$ cat src/cpd_cfg.svh
`ifndef CPD_CFG_SVH
`define CPD_CFG_SVH

// command word field positions, bit 0 of the word is the lsb here
`define CPD_OPC_MSB        3
`define CPD_OPC_LSB        0
`define CPD_EP_MSB         5
`define CPD_EP_LSB         4
`define CPD_PCODE_MSB      13
`define CPD_PCODE_LSB      6
`define CPD_SBC_MSB        25
`define CPD_SBC_LSB        21

// widths
`define CPD_WORD_W         32
`define CPD_OPC_W          4
`define CPD_EP_W           2
`define CPD_PCODE_W        8
`define CPD_SBC_W          5
`define CPD_SU_W           16

// sub-block codes of the addressed controller
`define CPD_SBC_FSC        5'h10
`define CPD_SBC_MCC        5'h1c
`define CPD_SBC_USB        5'h13

// opcodes
`define CPD_OPC_SU_CLR     4'he

// protocol codes of the fast serial channel
`define CPD_PCODE_HDLC     8'h00
`define CPD_PCODE_ATM      8'h0a
`define CPD_PCODE_ETH      8'h0c
`define CPD_PCODE_TRANSP   8'h0f

// reset values
`define CPD_WORD_RST       32'h0000_0000
`define CPD_SU_RST         16'h0000
`define CPD_EP_NONE        2'h0

`endif

$ cat src/cpd_pkg.sv
`include "cpd_cfg.svh"

package cpd_pkg;

	// controller that a command word addresses
	typedef enum logic [1:0] {
		CPD_TGT_FSC   = 2'b00,
		CPD_TGT_MCC   = 2'b01,
		CPD_TGT_USB   = 2'b10,
		CPD_TGT_OTHER = 2'b11
	} cpd_target_t;

	// protocol run by a fast serial channel
	typedef enum logic [`CPD_PCODE_W-1:0] {
		CPD_PROTO_HDLC   = `CPD_PCODE_HDLC,
		CPD_PROTO_ATM    = `CPD_PCODE_ATM,
		CPD_PROTO_ETH    = `CPD_PCODE_ETH,
		CPD_PROTO_TRANSP = `CPD_PCODE_TRANSP
	} cpd_proto_t;

	// decoder sequencing
	typedef enum logic [1:0] {
		CPD_ST_IDLE   = 2'b00,
		CPD_ST_DECODE = 2'b01,
		CPD_ST_ISSUE  = 2'b10
	} cpd_state_t;

	// decoded command handed to the execution side
	typedef struct packed {
		cpd_target_t                target;
		logic [`CPD_PCODE_W-1:0]    proto;
		logic [`CPD_EP_W-1:0]       endpoint;
		logic [`CPD_OPC_W-1:0]      opcode;
		logic                       su_clear;
		logic                       proto_err;
	} cpd_dec_t;

endpackage

$ cat src/cpd_cmd_decode.sv
`timescale 1ns/1ps
`include "cpd_cfg.svh"

module cpd_cmd_decode (
	// clock and reset
	input  wire logic                     clk,
	input  wire logic                     rst_n,
	// command word from host software
	input  wire logic                     cmd_valid,
	input  wire logic [`CPD_WORD_W-1:0]   cmd_word,
	output logic                          cmd_ready,
	// decoded command to the execution side
	output logic                          dec_valid,
	output cpd_pkg::cpd_dec_t             dec,
	input  wire logic                     dec_ready,
	// status
	output logic                          busy,
	output logic                          su_clr_pulse,
	// signal unit path through the filter
	input  wire logic                     filt_en,
	input  wire logic                     su_in_valid,
	input  wire logic [`CPD_SU_W-1:0]     su_in_data,
	output logic                          su_out_valid,
	output logic [`CPD_SU_W-1:0]          su_out_data
);
	import cpd_pkg::*;

	cpd_state_t                 state_ff;
	cpd_state_t                 nxt_state;
	logic [`CPD_WORD_W-1:0]     word_ff;
	logic [`CPD_WORD_W-1:0]     nxt_word;
	cpd_dec_t                   dec_ff;
	cpd_dec_t                   nxt_dec;
	logic                       su_clr_ff;
	logic                       nxt_su_clr;

	// raw fields of the held word
	logic [`CPD_SBC_W-1:0]      f_sbc;
	logic [`CPD_PCODE_W-1:0]    f_pcode;
	logic [`CPD_EP_W-1:0]       f_ep;
	logic [`CPD_OPC_W-1:0]      f_opc;
	cpd_target_t                tgt;
	logic                       pcode_ok;
	logic                       issue_done;

	// field extraction from the held word
	assign f_sbc   = word_ff[`CPD_SBC_MSB:`CPD_SBC_LSB];
	assign f_pcode = word_ff[`CPD_PCODE_MSB:`CPD_PCODE_LSB];
	assign f_ep    = word_ff[`CPD_EP_MSB:`CPD_EP_LSB];
	assign f_opc   = word_ff[`CPD_OPC_MSB:`CPD_OPC_LSB];

	// controller select; unknown sub-block codes fall into other
	always_comb begin
		case (f_sbc)
			`CPD_SBC_FSC: tgt = CPD_TGT_FSC;
			`CPD_SBC_MCC: tgt = CPD_TGT_MCC;
			`CPD_SBC_USB: tgt = CPD_TGT_USB;
			default:      tgt = CPD_TGT_OTHER;
		endcase
	end

	// only the four listed protocol codes are legal on a channel
	always_comb begin
		case (f_pcode)
			`CPD_PCODE_HDLC:   pcode_ok = 1'b1;
			`CPD_PCODE_ATM:    pcode_ok = 1'b1;
			`CPD_PCODE_ETH:    pcode_ok = 1'b1;
			`CPD_PCODE_TRANSP: pcode_ok = 1'b1;
			default:           pcode_ok = 1'b0;
		endcase
	end

	assign issue_done = (state_ff == CPD_ST_ISSUE) && dec_ready;

	// sequencing: take a word, decode it one cycle, offer it until taken;
	// a single word in flight keeps the decode free of any buffering
	always_comb begin
		nxt_state  = state_ff;
		nxt_word   = word_ff;
		nxt_dec    = dec_ff;
		nxt_su_clr = 1'b0;
		case (state_ff)
			CPD_ST_IDLE: begin
				if (cmd_valid) begin
					nxt_word  = cmd_word;
					nxt_state = CPD_ST_DECODE;
				end
			end
			CPD_ST_DECODE: begin
				nxt_dec.target    = tgt;
				nxt_dec.opcode    = f_opc;
				// protocol code only means something on a channel
				nxt_dec.proto     = (tgt == CPD_TGT_FSC) ?
				                    f_pcode : `CPD_PCODE_HDLC;
				nxt_dec.proto_err = (tgt == CPD_TGT_FSC) && !pcode_ok;
				// endpoint forced to zero outside usb commands
				nxt_dec.endpoint  = (tgt == CPD_TGT_USB) ?
				                    f_ep : `CPD_EP_NONE;
				nxt_dec.su_clear  = (tgt == CPD_TGT_MCC) &&
				                    (f_opc == `CPD_OPC_SU_CLR);
				nxt_state         = CPD_ST_ISSUE;
			end
			CPD_ST_ISSUE: begin
				if (dec_ready) begin
					// every clear pulses again, so repeats keep working
					nxt_su_clr = dec_ff.su_clear;
					nxt_state  = CPD_ST_IDLE;
				end
			end
			default: begin
				nxt_state = CPD_ST_IDLE;
			end
		endcase
	end

	always_ff @(posedge clk) begin
		if (!rst_n) begin
			state_ff  <= CPD_ST_IDLE;
			word_ff   <= `CPD_WORD_RST;
			dec_ff    <= '0;
			su_clr_ff <= 1'b0;
		end else begin
			state_ff  <= nxt_state;
			word_ff   <= nxt_word;
			dec_ff    <= nxt_dec;
			su_clr_ff <= nxt_su_clr;
		end
	end

	// handshake outputs
	assign cmd_ready    = (state_ff == CPD_ST_IDLE);
	assign dec_valid    = (state_ff == CPD_ST_ISSUE);
	assign busy         = (state_ff != CPD_ST_IDLE);
	assign dec          = dec_ff;
	assign su_clr_pulse = su_clr_ff;

	// signal unit filter, cleared by the decoded command
	cpd_su_filter u_su_filter (
		.clk       (clk),
		.rst_n     (rst_n),
		.filt_en   (filt_en),
		.clear     (su_clr_ff),
		.in_valid  (su_in_valid),
		.in_data   (su_in_data),
		.out_valid (su_out_valid),
		.out_data  (su_out_data)
	);
endmodule // cpd_cmd_decode

$ cat src/cpd_su_filter.sv
`timescale 1ns/1ps
`include "cpd_cfg.svh"

module cpd_su_filter (
	// clock and reset
	input  wire logic                   clk,
	input  wire logic                   rst_n,
	// control
	input  wire logic                   filt_en,
	input  wire logic                   clear,
	// received signal units
	input  wire logic                   in_valid,
	input  wire logic [`CPD_SU_W-1:0]   in_data,
	// accepted signal units
	output logic                        out_valid,
	output logic [`CPD_SU_W-1:0]        out_data
);
	import cpd_pkg::*;

	logic                   primed_ff;
	logic                   nxt_primed;
	logic [`CPD_SU_W-1:0]   last_ff;
	logic [`CPD_SU_W-1:0]   nxt_last;
	logic                   out_valid_ff;
	logic                   nxt_out_valid;
	logic [`CPD_SU_W-1:0]   out_data_ff;
	logic [`CPD_SU_W-1:0]   nxt_out_data;
	logic                   drop;

	// a repeat of the last accepted unit is dropped; a clear in the same
	// cycle as a unit unprimes first, so that very unit gets through
	always_comb begin
		drop          = filt_en && primed_ff && !clear && (in_data == last_ff);
		nxt_primed    = clear ? 1'b0 : primed_ff;
		nxt_last      = last_ff;
		nxt_out_valid = 1'b0;
		nxt_out_data  = out_data_ff;
		if (in_valid && !drop) begin
			nxt_primed    = 1'b1;
			nxt_last      = in_data;
			nxt_out_valid = 1'b1;
			nxt_out_data  = in_data;
		end
	end

	always_ff @(posedge clk) begin
		if (!rst_n) begin
			primed_ff    <= 1'b0;
			last_ff      <= `CPD_SU_RST;
			out_valid_ff <= 1'b0;
			out_data_ff  <= `CPD_SU_RST;
		end else begin
			primed_ff    <= nxt_primed;
			last_ff      <= nxt_last;
			out_valid_ff <= nxt_out_valid;
			out_data_ff  <= nxt_out_data;
		end
	end

	assign out_valid = out_valid_ff;
	assign out_data  = out_data_ff;
endmodule // cpd_su_filter

$ cat config.mk
export PLATFORM = sky130hd
export DESIGN_NAME = cpd_cmd_decode
export DESIGN_NICKNAME = d
export VERILOG_FILES = /design/src/cpd_pkg.sv /design/src/cpd_cmd_decode.sv /design/src/cpd_su_filter.sv
export VERILOG_INCLUDE_DIRS = /design/src
export SDC_FILE = /design/constraint.sdc
export NUM_CORES = 1
export LEC_CHECK = 0
export ABC_AREA = 0
export BUFFER_PORTS_ARGS = -buffer_cell sky130_fd_sc_hd__buf_4
export CAP_MARGIN = 0
export CORE_MARGIN = 2
export CORE_UTILIZATION = 42
export DETAILED_ROUTE_END_ITERATION = 8
export PLACE_DENSITY = 0.69
export SLEW_MARGIN = 20
export SYNTH_ARGS = -nofsm -noshare
export SYNTH_HDL_FRONTEND = slang
export SYNTH_SLANG_ARGS = --single-unit
$ cat constraint.sdc
create_clock -name clk -period 2.47 [get_ports clk]
set_input_delay 0.247 -clock clk [delete_from_list [all_inputs] [get_ports clk]]
set_output_delay 0.247 -clock clk [all_outputs]
set_load 0.02 [all_outputs]
=== After elaboration in Yosys (flattened, before gate mapping) ===
Cells that the tools add are included.
Widths: inputs -> output; s select.

* Flip-flop bits (word level): 65
* Input port bits: 54
* Output and inout bits: 39
* Word-level logic and storage cells: 54

* Eq/ne operators: 14
* Mux-type cells: 10
* Reductions and logical operators: 18

{| class="wikitable"
|+ Operators by type and width
! kind !! count
|-
| $eq 8x4->1 const B || 3
|-
| $eq 16x16->1 || 1
|-
| $eq 5x5->1 const B || 3
|-
| $pmux 2 s3 || 2
|-
| $logic_not 8->1 || 1
|-
| $mux 8 || 1
|-
| $logic_and 1x1->1 || 6
|-
| $mux 2 || 3
|-
| $eq 2x1->1 const B || 2
|-
| $eq 2x2->1 const B || 2
|-
| $eq 4x4->1 const B || 1
|-
| $logic_not 2->1 || 2
|-
| $mux 1 || 4
|-
| $reduce_and 2->1 || 2
|-
| $reduce_bool 2->1 || 2
|-
| $reduce_or 4->1 || 1
|-
| $logic_not 1->1 || 3
|-
| $reduce_and 3->1 || 1
|-
| $ne 2x1->1 const B || 1
|-
| $ne 2x2->1 const B || 1
|}

=== Depth between registers and ports, before layout ===
Gate-level depths: netlist of run 1.

* Depth after elaboration: 6
* Gate-level depth with buffers: 6
* Gate-level depth less buffers: 5

=== Hierarchy ===
A second synthesis of run 1 with hierarchy kept.

* Cell total of the unflattened synthesis: 320
* Area total of the unflattened synthesis: 2800.2 µm²

{| class="wikitable"
|+ By module, submodules not included
! module !! cells an instance !! times used !! sequential area each (µm²) !! area each (µm²)
|-
| cpd_cmd_decode || 191 || 1 || 800.8 || 1662.8
|-
| cpd_su_filter || 129 || 1 || 360.3 || 1137.3
|}

=== Least setup slack after synthesis of run 1 ===
OpenSTA, ideal clock, no wires.

* Path type: reg2reg
* From: reg u_su_filter.last_ff[8]
* To: reg u_su_filter.last_ff[12]
* Clock period less this slack: 1.430 ns
* Library setup time: 0.079 ns
* Data required time: 2.391 ns
* Setup slack: 1.040 ns
* Path buffers: 1
* Arrival time: 1.351 ns
* Stages on the path, launching flop included: 7
* Cell sequence: dfxtp_1 > xnor2_1 > nand4_1 > nor3_4 > buf_6 > nand4_1 > o211ai_1

* Longest elaborated chain between the ends: 4

{| class="wikitable"
|+ RTL lines
! item !! RTL line !! source
|-
| start: declaration || cpd_su_filter.sv:22 || <nowiki>logic [`CPD_SU_W-1:0] last_ff;</nowiki>
|-
| start signal: assignment || cpd_su_filter.sv:49 || <nowiki>last_ff <= `CPD_SU_RST;</nowiki>
|-
| start signal: assignment || cpd_su_filter.sv:54 || <nowiki>last_ff <= nxt_last;</nowiki>
|-
| $eq 16x16->1 || cpd_su_filter.sv:33 || <nowiki>drop = filt_en && primed_ff && !clear && (in_data == last_ff);</nowiki>
|-
| $logic_and 1x1->1 || cpd_su_filter.sv:33 ||
|-
| $logic_not 1->1 || cpd_su_filter.sv:38 || <nowiki>if (in_valid && !drop) begin</nowiki>
|-
| $logic_and 1x1->1 || cpd_su_filter.sv:38 ||
|}

Every way passes these cells.
A chain may end at the register's enable or synchronous reset.

=== Worst setup path after layout of run 1 ===
* From: reg u_su_filter.last_ff[13]
* To: reg u_su_filter.out_valid_ff, in the netlist u_su_filter.out_valid

* Longest elaborated chain between the ends: 5

{| class="wikitable"
|+ RTL lines
! item !! RTL line !! source
|-
| $eq 16x16->1 || cpd_su_filter.sv:33 ||
|-
| $logic_and 1x1->1 || cpd_su_filter.sv:33 ||
|-
| $logic_not 1->1 || cpd_su_filter.sv:38 ||
|-
| $logic_and 1x1->1 || cpd_su_filter.sv:38 ||
|-
| $mux 1 || cpd_su_filter.sv:38 ||
|-
| end signal: assignment || cpd_su_filter.sv:55 || <nowiki>out_valid_ff <= nxt_out_valid;</nowiki>
|-
| end: declaration || cpd_su_filter.sv:24 || <nowiki>logic out_valid_ff;</nowiki>
|}

Every way passes these cells.

==> results of run 1 <==
==> registers in the layout (all words and copies together), names as in the netlist <==
name,cells
su_clr_pulse,1
u_su_filter.last_ff,16
u_su_filter.out_valid,1
word_ff,19
dec,18
u_su_filter.primed_ff,1
state_ff,2
==> layer usage <==
| layer | global-route usage | vias to the layer above | share of wire |
|---|---|---|---|
| li1 | - | 1206 | - |
| met3 | 0.0415 | 9 | 0.061 |
| met4 | 0.0616 | 0 | 0.011 |
| met1 | 0.231 | 1108 | 0.47 |
| met2 | 0.291 | 66 | 0.46 |
| met5 | 0 | - | 0 |
==> power breakdown <==
part	internal, W	switching [W]	leakage (nW)
combinational	0.000162	0.000173	0.779
sequential	0.000987	0.0000494	0.476
clock	0.000624	0.000361	0.117
==> per-stage QoR <==
stage / power, W / worst slack, ns / instances
6_report: 0.00235 / 0.738 / 455
5_1_grt: 0.00247 / 0.568 / 455
4_1_cts: 0.00238 / 0.721 / 455
3_5_place_dp: 0.00139 / 0.732 / 439
3_3_place_gp: 0.00139 / 0.728 / 439
2_1_floorplan: 0.00126 / 1.04 / 306
==> cells by family (layout without fill, tap and decap cells) <==
group                  after synthesis  in the layout  synth area share
flip-flops                          58             58             0.437
AO/OA/AOI/OAI                       64             64             0.176
XOR/XNOR                            18             18            0.0594
buffers and inverters               27            101            0.0504
AND/OR/NAND/NOR                    134            134             0.258
multiplexers                         5              5            0.0189
==> worst register-to-register path, cell delays in order, from the launching register on <==
cell and delay [ns]:
dfxtp_1 0.40, xnor2_1 0.14, nand4_1 0.17, nor3_4 0.42
buf_4 0.27, nand2_1 0.06, and3_1 0.17
==> path summary, 6_finish.rpt <==
| kind | startpoint | endpoint | slack [ns] |
|---|---|---|---|
| max reg2reg | u_su_filter.last_ff[13]$_SDFFE_PN0P_ | u_su_filter.out_valid$_SDFF_PN0_ | 0.74 |
| min reg2reg | dec[1]$_SDFFE_PN0N_ | su_clr_pulse$_SDFF_PN0_ | 0.47 |
| max | u_su_filter.last_ff[13]$_SDFFE_PN0P_ | u_su_filter.out_valid$_SDFF_PN0_ | 0.74 |
| min | cmd_valid | state_ff[0]$_SDFFE_PN0P_ | 0.17 |
==> cell usage in the layout, fill, tap and decap left out, types with 3 or more instances in the layout <==
| master | instances |
|---|---|
| buf_4 | 82 |
| dfxtp_1 | 58 |
| inv_1 | 3 |
| clkbuf_8 | 11 |
| mux2i_1 | 5 |
| o21ai_0 | 3 |
| o21a_1 | 12 |
| nor2_1 | 4 |
| nand4_1 | 17 |
| xnor2_1 | 18 |
| a21oi_1 | 3 |
| a22oi_1 | 7 |
| o211ai_1 | 11 |
| nand3_1 | 28 |
| nand2_1 | 54 |
| nor2b_1 | 15 |
| a21boi_0 | 26 |
==> final cells by class <==
type / count / share of cell area
Multi-Input combinational cell: 221 / 0.392
Tap cell: 75 / 0.0270
Timing Repair Buffer: 82 / 0.177
Inverter: 3 / 0.00324
Clock buffer: 12 / 0.0447
Sequential cell: 58 / 0.335
Clock inverter: 4 / 0.0213
==> run_results.csv, run 1 <==
group,metric,value,unit
hold_path,hold_depth,2,
route,drt-initial-drc-count,87,
power,p_leak,1.37,nW
synth,synth_nets,360,
power,p_per_area,678,nW/µm²
route,drc,0,
sta,maxSlewViolCount,0,
setup_path,crit_fanout,13,
outcome,status,"completed",
finish,layout-drive-gt1-share,0.266,
synth,synth_cell_types,33,
setup_path,ff2ff_path_depth,6,
route,final_antenna_net_count,0,
clocking,cts_resized,0,
setup_path,max_stage_delay,0.42,ns
die,fp.dieW,83.5,µm
placement,place.gp.congestion,0.796,
synth,synth-edff-count,0,
finish,final_cell_area,3470,µm²
global_route,grt_pass1_vias,2274,
power,peakVddDrop,0.360,mV
sta,hold-worst-slack,0.166,ns
placement,dpl.hpwl,4.22,mm
sta,finalSetupViolations,0,
die,dieArea,6970,µm²
sta,max_slew_margin,0.534,
clocking,hold_buffers,0,
setup_path,worstPathCellList,"xnor2_1 > nand4_1 > nor3_4 > buf_4 > nand2_1 > and3_1",
setup_path,start_kind,"flip-flop",
synth,syn-mean-instance-area,8.68,µm²
synth,ys_top_cells_by_area,"dfxtp_1 44%, nand2_1 7.6%, a21boi_0 7.4%, xnor2_1 5.9%, nand3_1 5.3%",
job,cap_violations,0,
finish,n_antenna_cell,0,
sta,hold_violations,0,
setup_path,path_class,"reg2reg",
route,vias_per_cell,5.25,
die,start_util,0.441,
route,firstDrtPassIters,6,
setup_path,critPathSlowestCell,"nor3_4",
clocking,clk_pin_slew,0.06,ns
clocking,clock-sinks,58,
synth,synth_warnings,0,
sta,skew,0.00639,ns
clocking,cts_setup_buffers,0,
synth,synth.top_cell.area_share,0.437,
synth,yosysTopAreaCell,"dfxtp_1",
finish,regArea,1160,µm²
sta,fmax,577,MHz
clocking,cts_tree,"built",
die,num_io_pins,93,
global_route,grt_max_degree,82,
die,row_count,28,
sta,tightestPinTransition,0.700,ns
synth,ys_top_cells_by_count,"58 x dfxtp_1, 54 x nand2_1, 28 x nand3_1",
synth,ys_async_sr_fraction,0,
route,vias,2389,
hold_path,min_path_type,"in2reg",
finish,n_fill_cell,572,
clocking,clock_latency,0.32,ns
global_route,antenna_found_initial,0,
global_route,track_usage,0.178,
sta,rsz0062_at_grt,"no",
placement,io_buffers,79,
synth,yosysMostFrequentCell,"dfxtp_1",
clocking,cts_root_buffer,"clkbuf_8",
synth,syn-cell-area,2660,µm²
clocking,clockBufferDepth,2,
global_route,grt_pass1_wl,10.3,mm
finish,final_util,0.576,
setup_path,crit_family,"simple AND/OR/NAND/NOR gates",
synth,synthCells,306,
route,wl,6.24,mm
synth,synth-seq-cells,58,
setup_path,endpoint_kind,"flip-flop",
sta,fin_crit,1.73,ns
global_route,grt_overflow,0,
setup_path,cp.required,2.68,ns
setup_path,cp.depth,6,
sta,fin_crit_sh,0.701,
clocking,cts_buffers,9,
synth,ys_seq_area_frac,0.437,
finish,nets,429,
finish,area_growth,30.7,%
die,die_height,83.5,µm
clocking,htreeDepth,3,
placement,placed_cell_area,3240,µm²
setup_path,crit_arrival,1.94,ns
route,wl_per_cell,13.7,µm
die,core,6030,µm²
sta,final.setup.tns,0,ns
synth,synth_flop_cell,"dfxtp_1",
setup_path,path_buf_inv,1,
finish,multiInputGateArea,1360,µm²
Power figures use the tool's default switching activity.
==> inputs of run 2 (changes only) <==
Settings changed: ABC_AREA 0 to 1, PLACE_DENSITY 0.69 to 0.72.
Clock period 2.47 ns to 1.5 ns, I/O delays scaled along.
==> run_results.csv, run 2 <==
group,metric,value,unit
sta,fin_crit,1.43,ns
synth,synthMuxAreaShare,0,
sta,final.setup.tns,0,ns
finish,nets,492,
synth,yosysMostFrequentCell,"nor2_1",
clocking,cts_buffers,9,
clocking,clock-sinks,58,
clocking,clock_latency,0.33,ns
outcome,status,"completed",
global_route,grt_overflow,0,
clocking,cts_tree,"built",
synth,yosysTopAreaCell,"dfxtp_1",
clocking,htreeDepth,3,
power,p_leak,1.68,nW
sta,setup_slack,0.0693,ns
die,core,5850,µm²
setup_path,max_stage_delay,0.33,ns
synth,ys_top_cells_by_area,"dfxtp_1 46%, nor2_1 10%, nand2_1 9.1%, a21oi_1 7.1%, inv_1 5.8%",
synth,synth_flop_cell,"dfxtp_1",
synth,synthCells,358,
setup_path,worstPathCellList,"xor2_1 > nor2_1 > nand2_1 > nor2_4 > nand2_4 > clkbuf_16 > a21oi_1 > nor2_1",
route,drt-initial-drc-count,50,
route,final_antenna_net_count,0,
hold_path,min_path_type,"in2reg",
setup_path,path_class,"reg2reg",
global_route,track_usage,0.183,
setup_path,timing.critical_path.mode_cell,"nor2_1",
placement,io_buffers,79,
setup_path,crit_family,"simple AND/OR/NAND/NOR gates",
global_route,antenna_found_initial,0,
synth,syn-cell-area,2520,µm²
route,wl_per_cell,11.5,µm
synth,ys_top_cells_by_count,"68 x nor2_1, 61 x nand2_1, 58 x dfxtp_1",
sta,tightestPinTransition,0.507,ns
finish,layout-drive-gt1-share,0.284,
setup_path,crit_fanout,10,
route,drc,0,
sta,fin_crit_sh,0.954,
power,p_per_area,1030,nW/µm²
synth,synth_compound_area_frac,0.138,
global_route,grt_max_degree,34,
die,row_count,28,
job,cap_violations,0,
finish,largest_reg_flops,19,
finish,regMostFlops,"word_ff",
route,vias_per_cell,4.78,
global_route,grt_pass1_vias,2204,
setup_path,endpoint_kind,"flip-flop",
route,vias,2474,
placement,place_ws,0.0775,ns
synth,ys_seq_area_frac,0.460,
global_route,grt_pass1_wl,9.40,mm
die,die_height,81.5,µm
die,dieArea,6640,µm²
placement,dpl.hpwl,4.15,mm
setup_path,cp.required,1.72,ns
setup_path,cp-startpoint,"u_su_filter.last_ff[13]$_SDFFE_PN0P_",
synth,synth_top_family_by_area,"simple AND/OR/NAND/NOR gates",
setup_path,critPathSlowestCell,"dfxtp_2",
clocking,clk_pin_slew,0.07,ns
die,num_io_pins,93,
sta,finalSetupViolations,0,
route,firstDrtPassIters,4,
route,wl,5.94,mm
die,fp.dieW,81.5,µm
synth,synth_cell_types,22,
synth,syn-mean-instance-area,7.05,µm²
die,start_util,0.431,
synth,synth-simple-area-share,0.275,
sta,max_slew_margin,0.662,
synth,synthAdderAreaFrac,0,
finish,final_cell_mix,"84 x buf_4, 65 x nor2_1, 61 x nand2_1, 50 x dfxtp_1, 38 x inv_1",
placement,place.gp.congestion,0.768,
synth,synth-edff-count,0,
synth,synth_xor_area_frac,0.0312,
setup_path,path_buf_inv,1,
synth,synth.top_cell.area_share,0.460,
synth,synth_nets,412,
sta,fmax,699,MHz
setup_path,reg2reg_from,"u_su_filter.last_ff[13]$_SDFFE_PN0P_",
sta,maxSlewViolCount,0,
sta,hold_violations,0,
finish,area_growth,37.0,%
hold_path,hp-start,"cmd_word[4]",
synth,ys_async_sr_fraction,0,
synth,synth-seq-cells,58,
setup_path,crit_arrival,1.65,ns
finish,final_common_cell,"buf_4",
synth,synth_warnings,0,
setup_path,start_kind,"flip-flop",
power,peakVddDrop,0.623,mV
finish,n_antenna_cell,0,
clocking,clockBufferDepth,2,
sta,skew,0.00514,ns
clocking,cts_root_buffer,"clkbuf_8",
-- run 2: layout make-up --
cell class | count | area (µm²)
fill | 583 | 2390
timing repair buffer | 88 | 721
sequential | 58 | 1170
clock buffer | 11 | 141
clock inverter | 5 | 30.0
multi-input combinational | 242 | 1150
tap | 75 | 93.8
inverter | 39 | 146
-- run 2: cells by family after synthesis --
group	after synthesis
buffers and inverters	58
AO/OA/AOI/OAI	68
flip-flops	58
XOR/XNOR	9
AND/OR/NAND/NOR	165
-- run 2: per-stage QoR --
step	hold slack, ns	std cells	cell area [µm²]	utilization	power [W]
after floorplan	0.292	358	2520	-	0.00210
after global placement	0.403	500	3190	0.546	0.00234
after detailed placement	0.408	500	3190	0.546	0.00236
after CTS	0.0573	516	3360	0.575	0.00361
after global routing	0.0647	518	3460	0.591	0.00376
final	0.0688	518	3460	0.591	0.00357
-- run 2: worst register-to-register path, cell delays in order (launching register included) --
cell and delay (ns):
dfxtp_2 0.33, xor2_1 0.15, nor2_1 0.14, nand2_1 0.11, nor2_4 0.13, nand2_4 0.10, clkbuf_16 0.18, a21oi_1 0.12
nor2_1 0.05
-- run 2: path summary, 6_finish.rpt --
| path | to | slack [ns] | cells after the start |
|---|---|---|---|
| worst max-delay path | u_su_filter.last_ff[9]$_SDFFE_PN0P_ | 0.07 | 8 |
| worst min-delay path | word_ff[4]$_SDFFE_PN0P_ | 0.07 | 3 |
| worst max register to register | u_su_filter.last_ff[9]$_SDFFE_PN0P_ | 0.07 | 8 |
| worst min register to register | dec[7]$_SDFFE_PN0N_ | 0.46 | 2 |
-- run 2: per-layer routing --
metal  track usage  vias to the layer above  wire [µm]
met3        0.0429                        5        330
met1         0.209                     1115       2590
met4        0.0814                        0         64
li1              -                     1296          -
met5             0                        -          0
met2         0.325                       58       2950
-- run 2: power by group --
part | leakage (nW) | total, W | internal (W) | switching [W]
combinational | 1.11 | 0.000609 | 0.000268 | 0.000340
sequential | 0.481 | 0.00172 | 0.00165 | 0.0000761
clock | 0.0851 | 0.00124 | 0.000635 | 0.000601
total | 1.68 | 0.00357 | 0.00255 | 0.00102
-- run 2: what timing repair did --
action,in CTS,in global routing
hold endpoints to repair,0,0
resized for setup,0,18
setup endpoints to repair,0,16
setup buffers,0,0
hold buffers,0,0
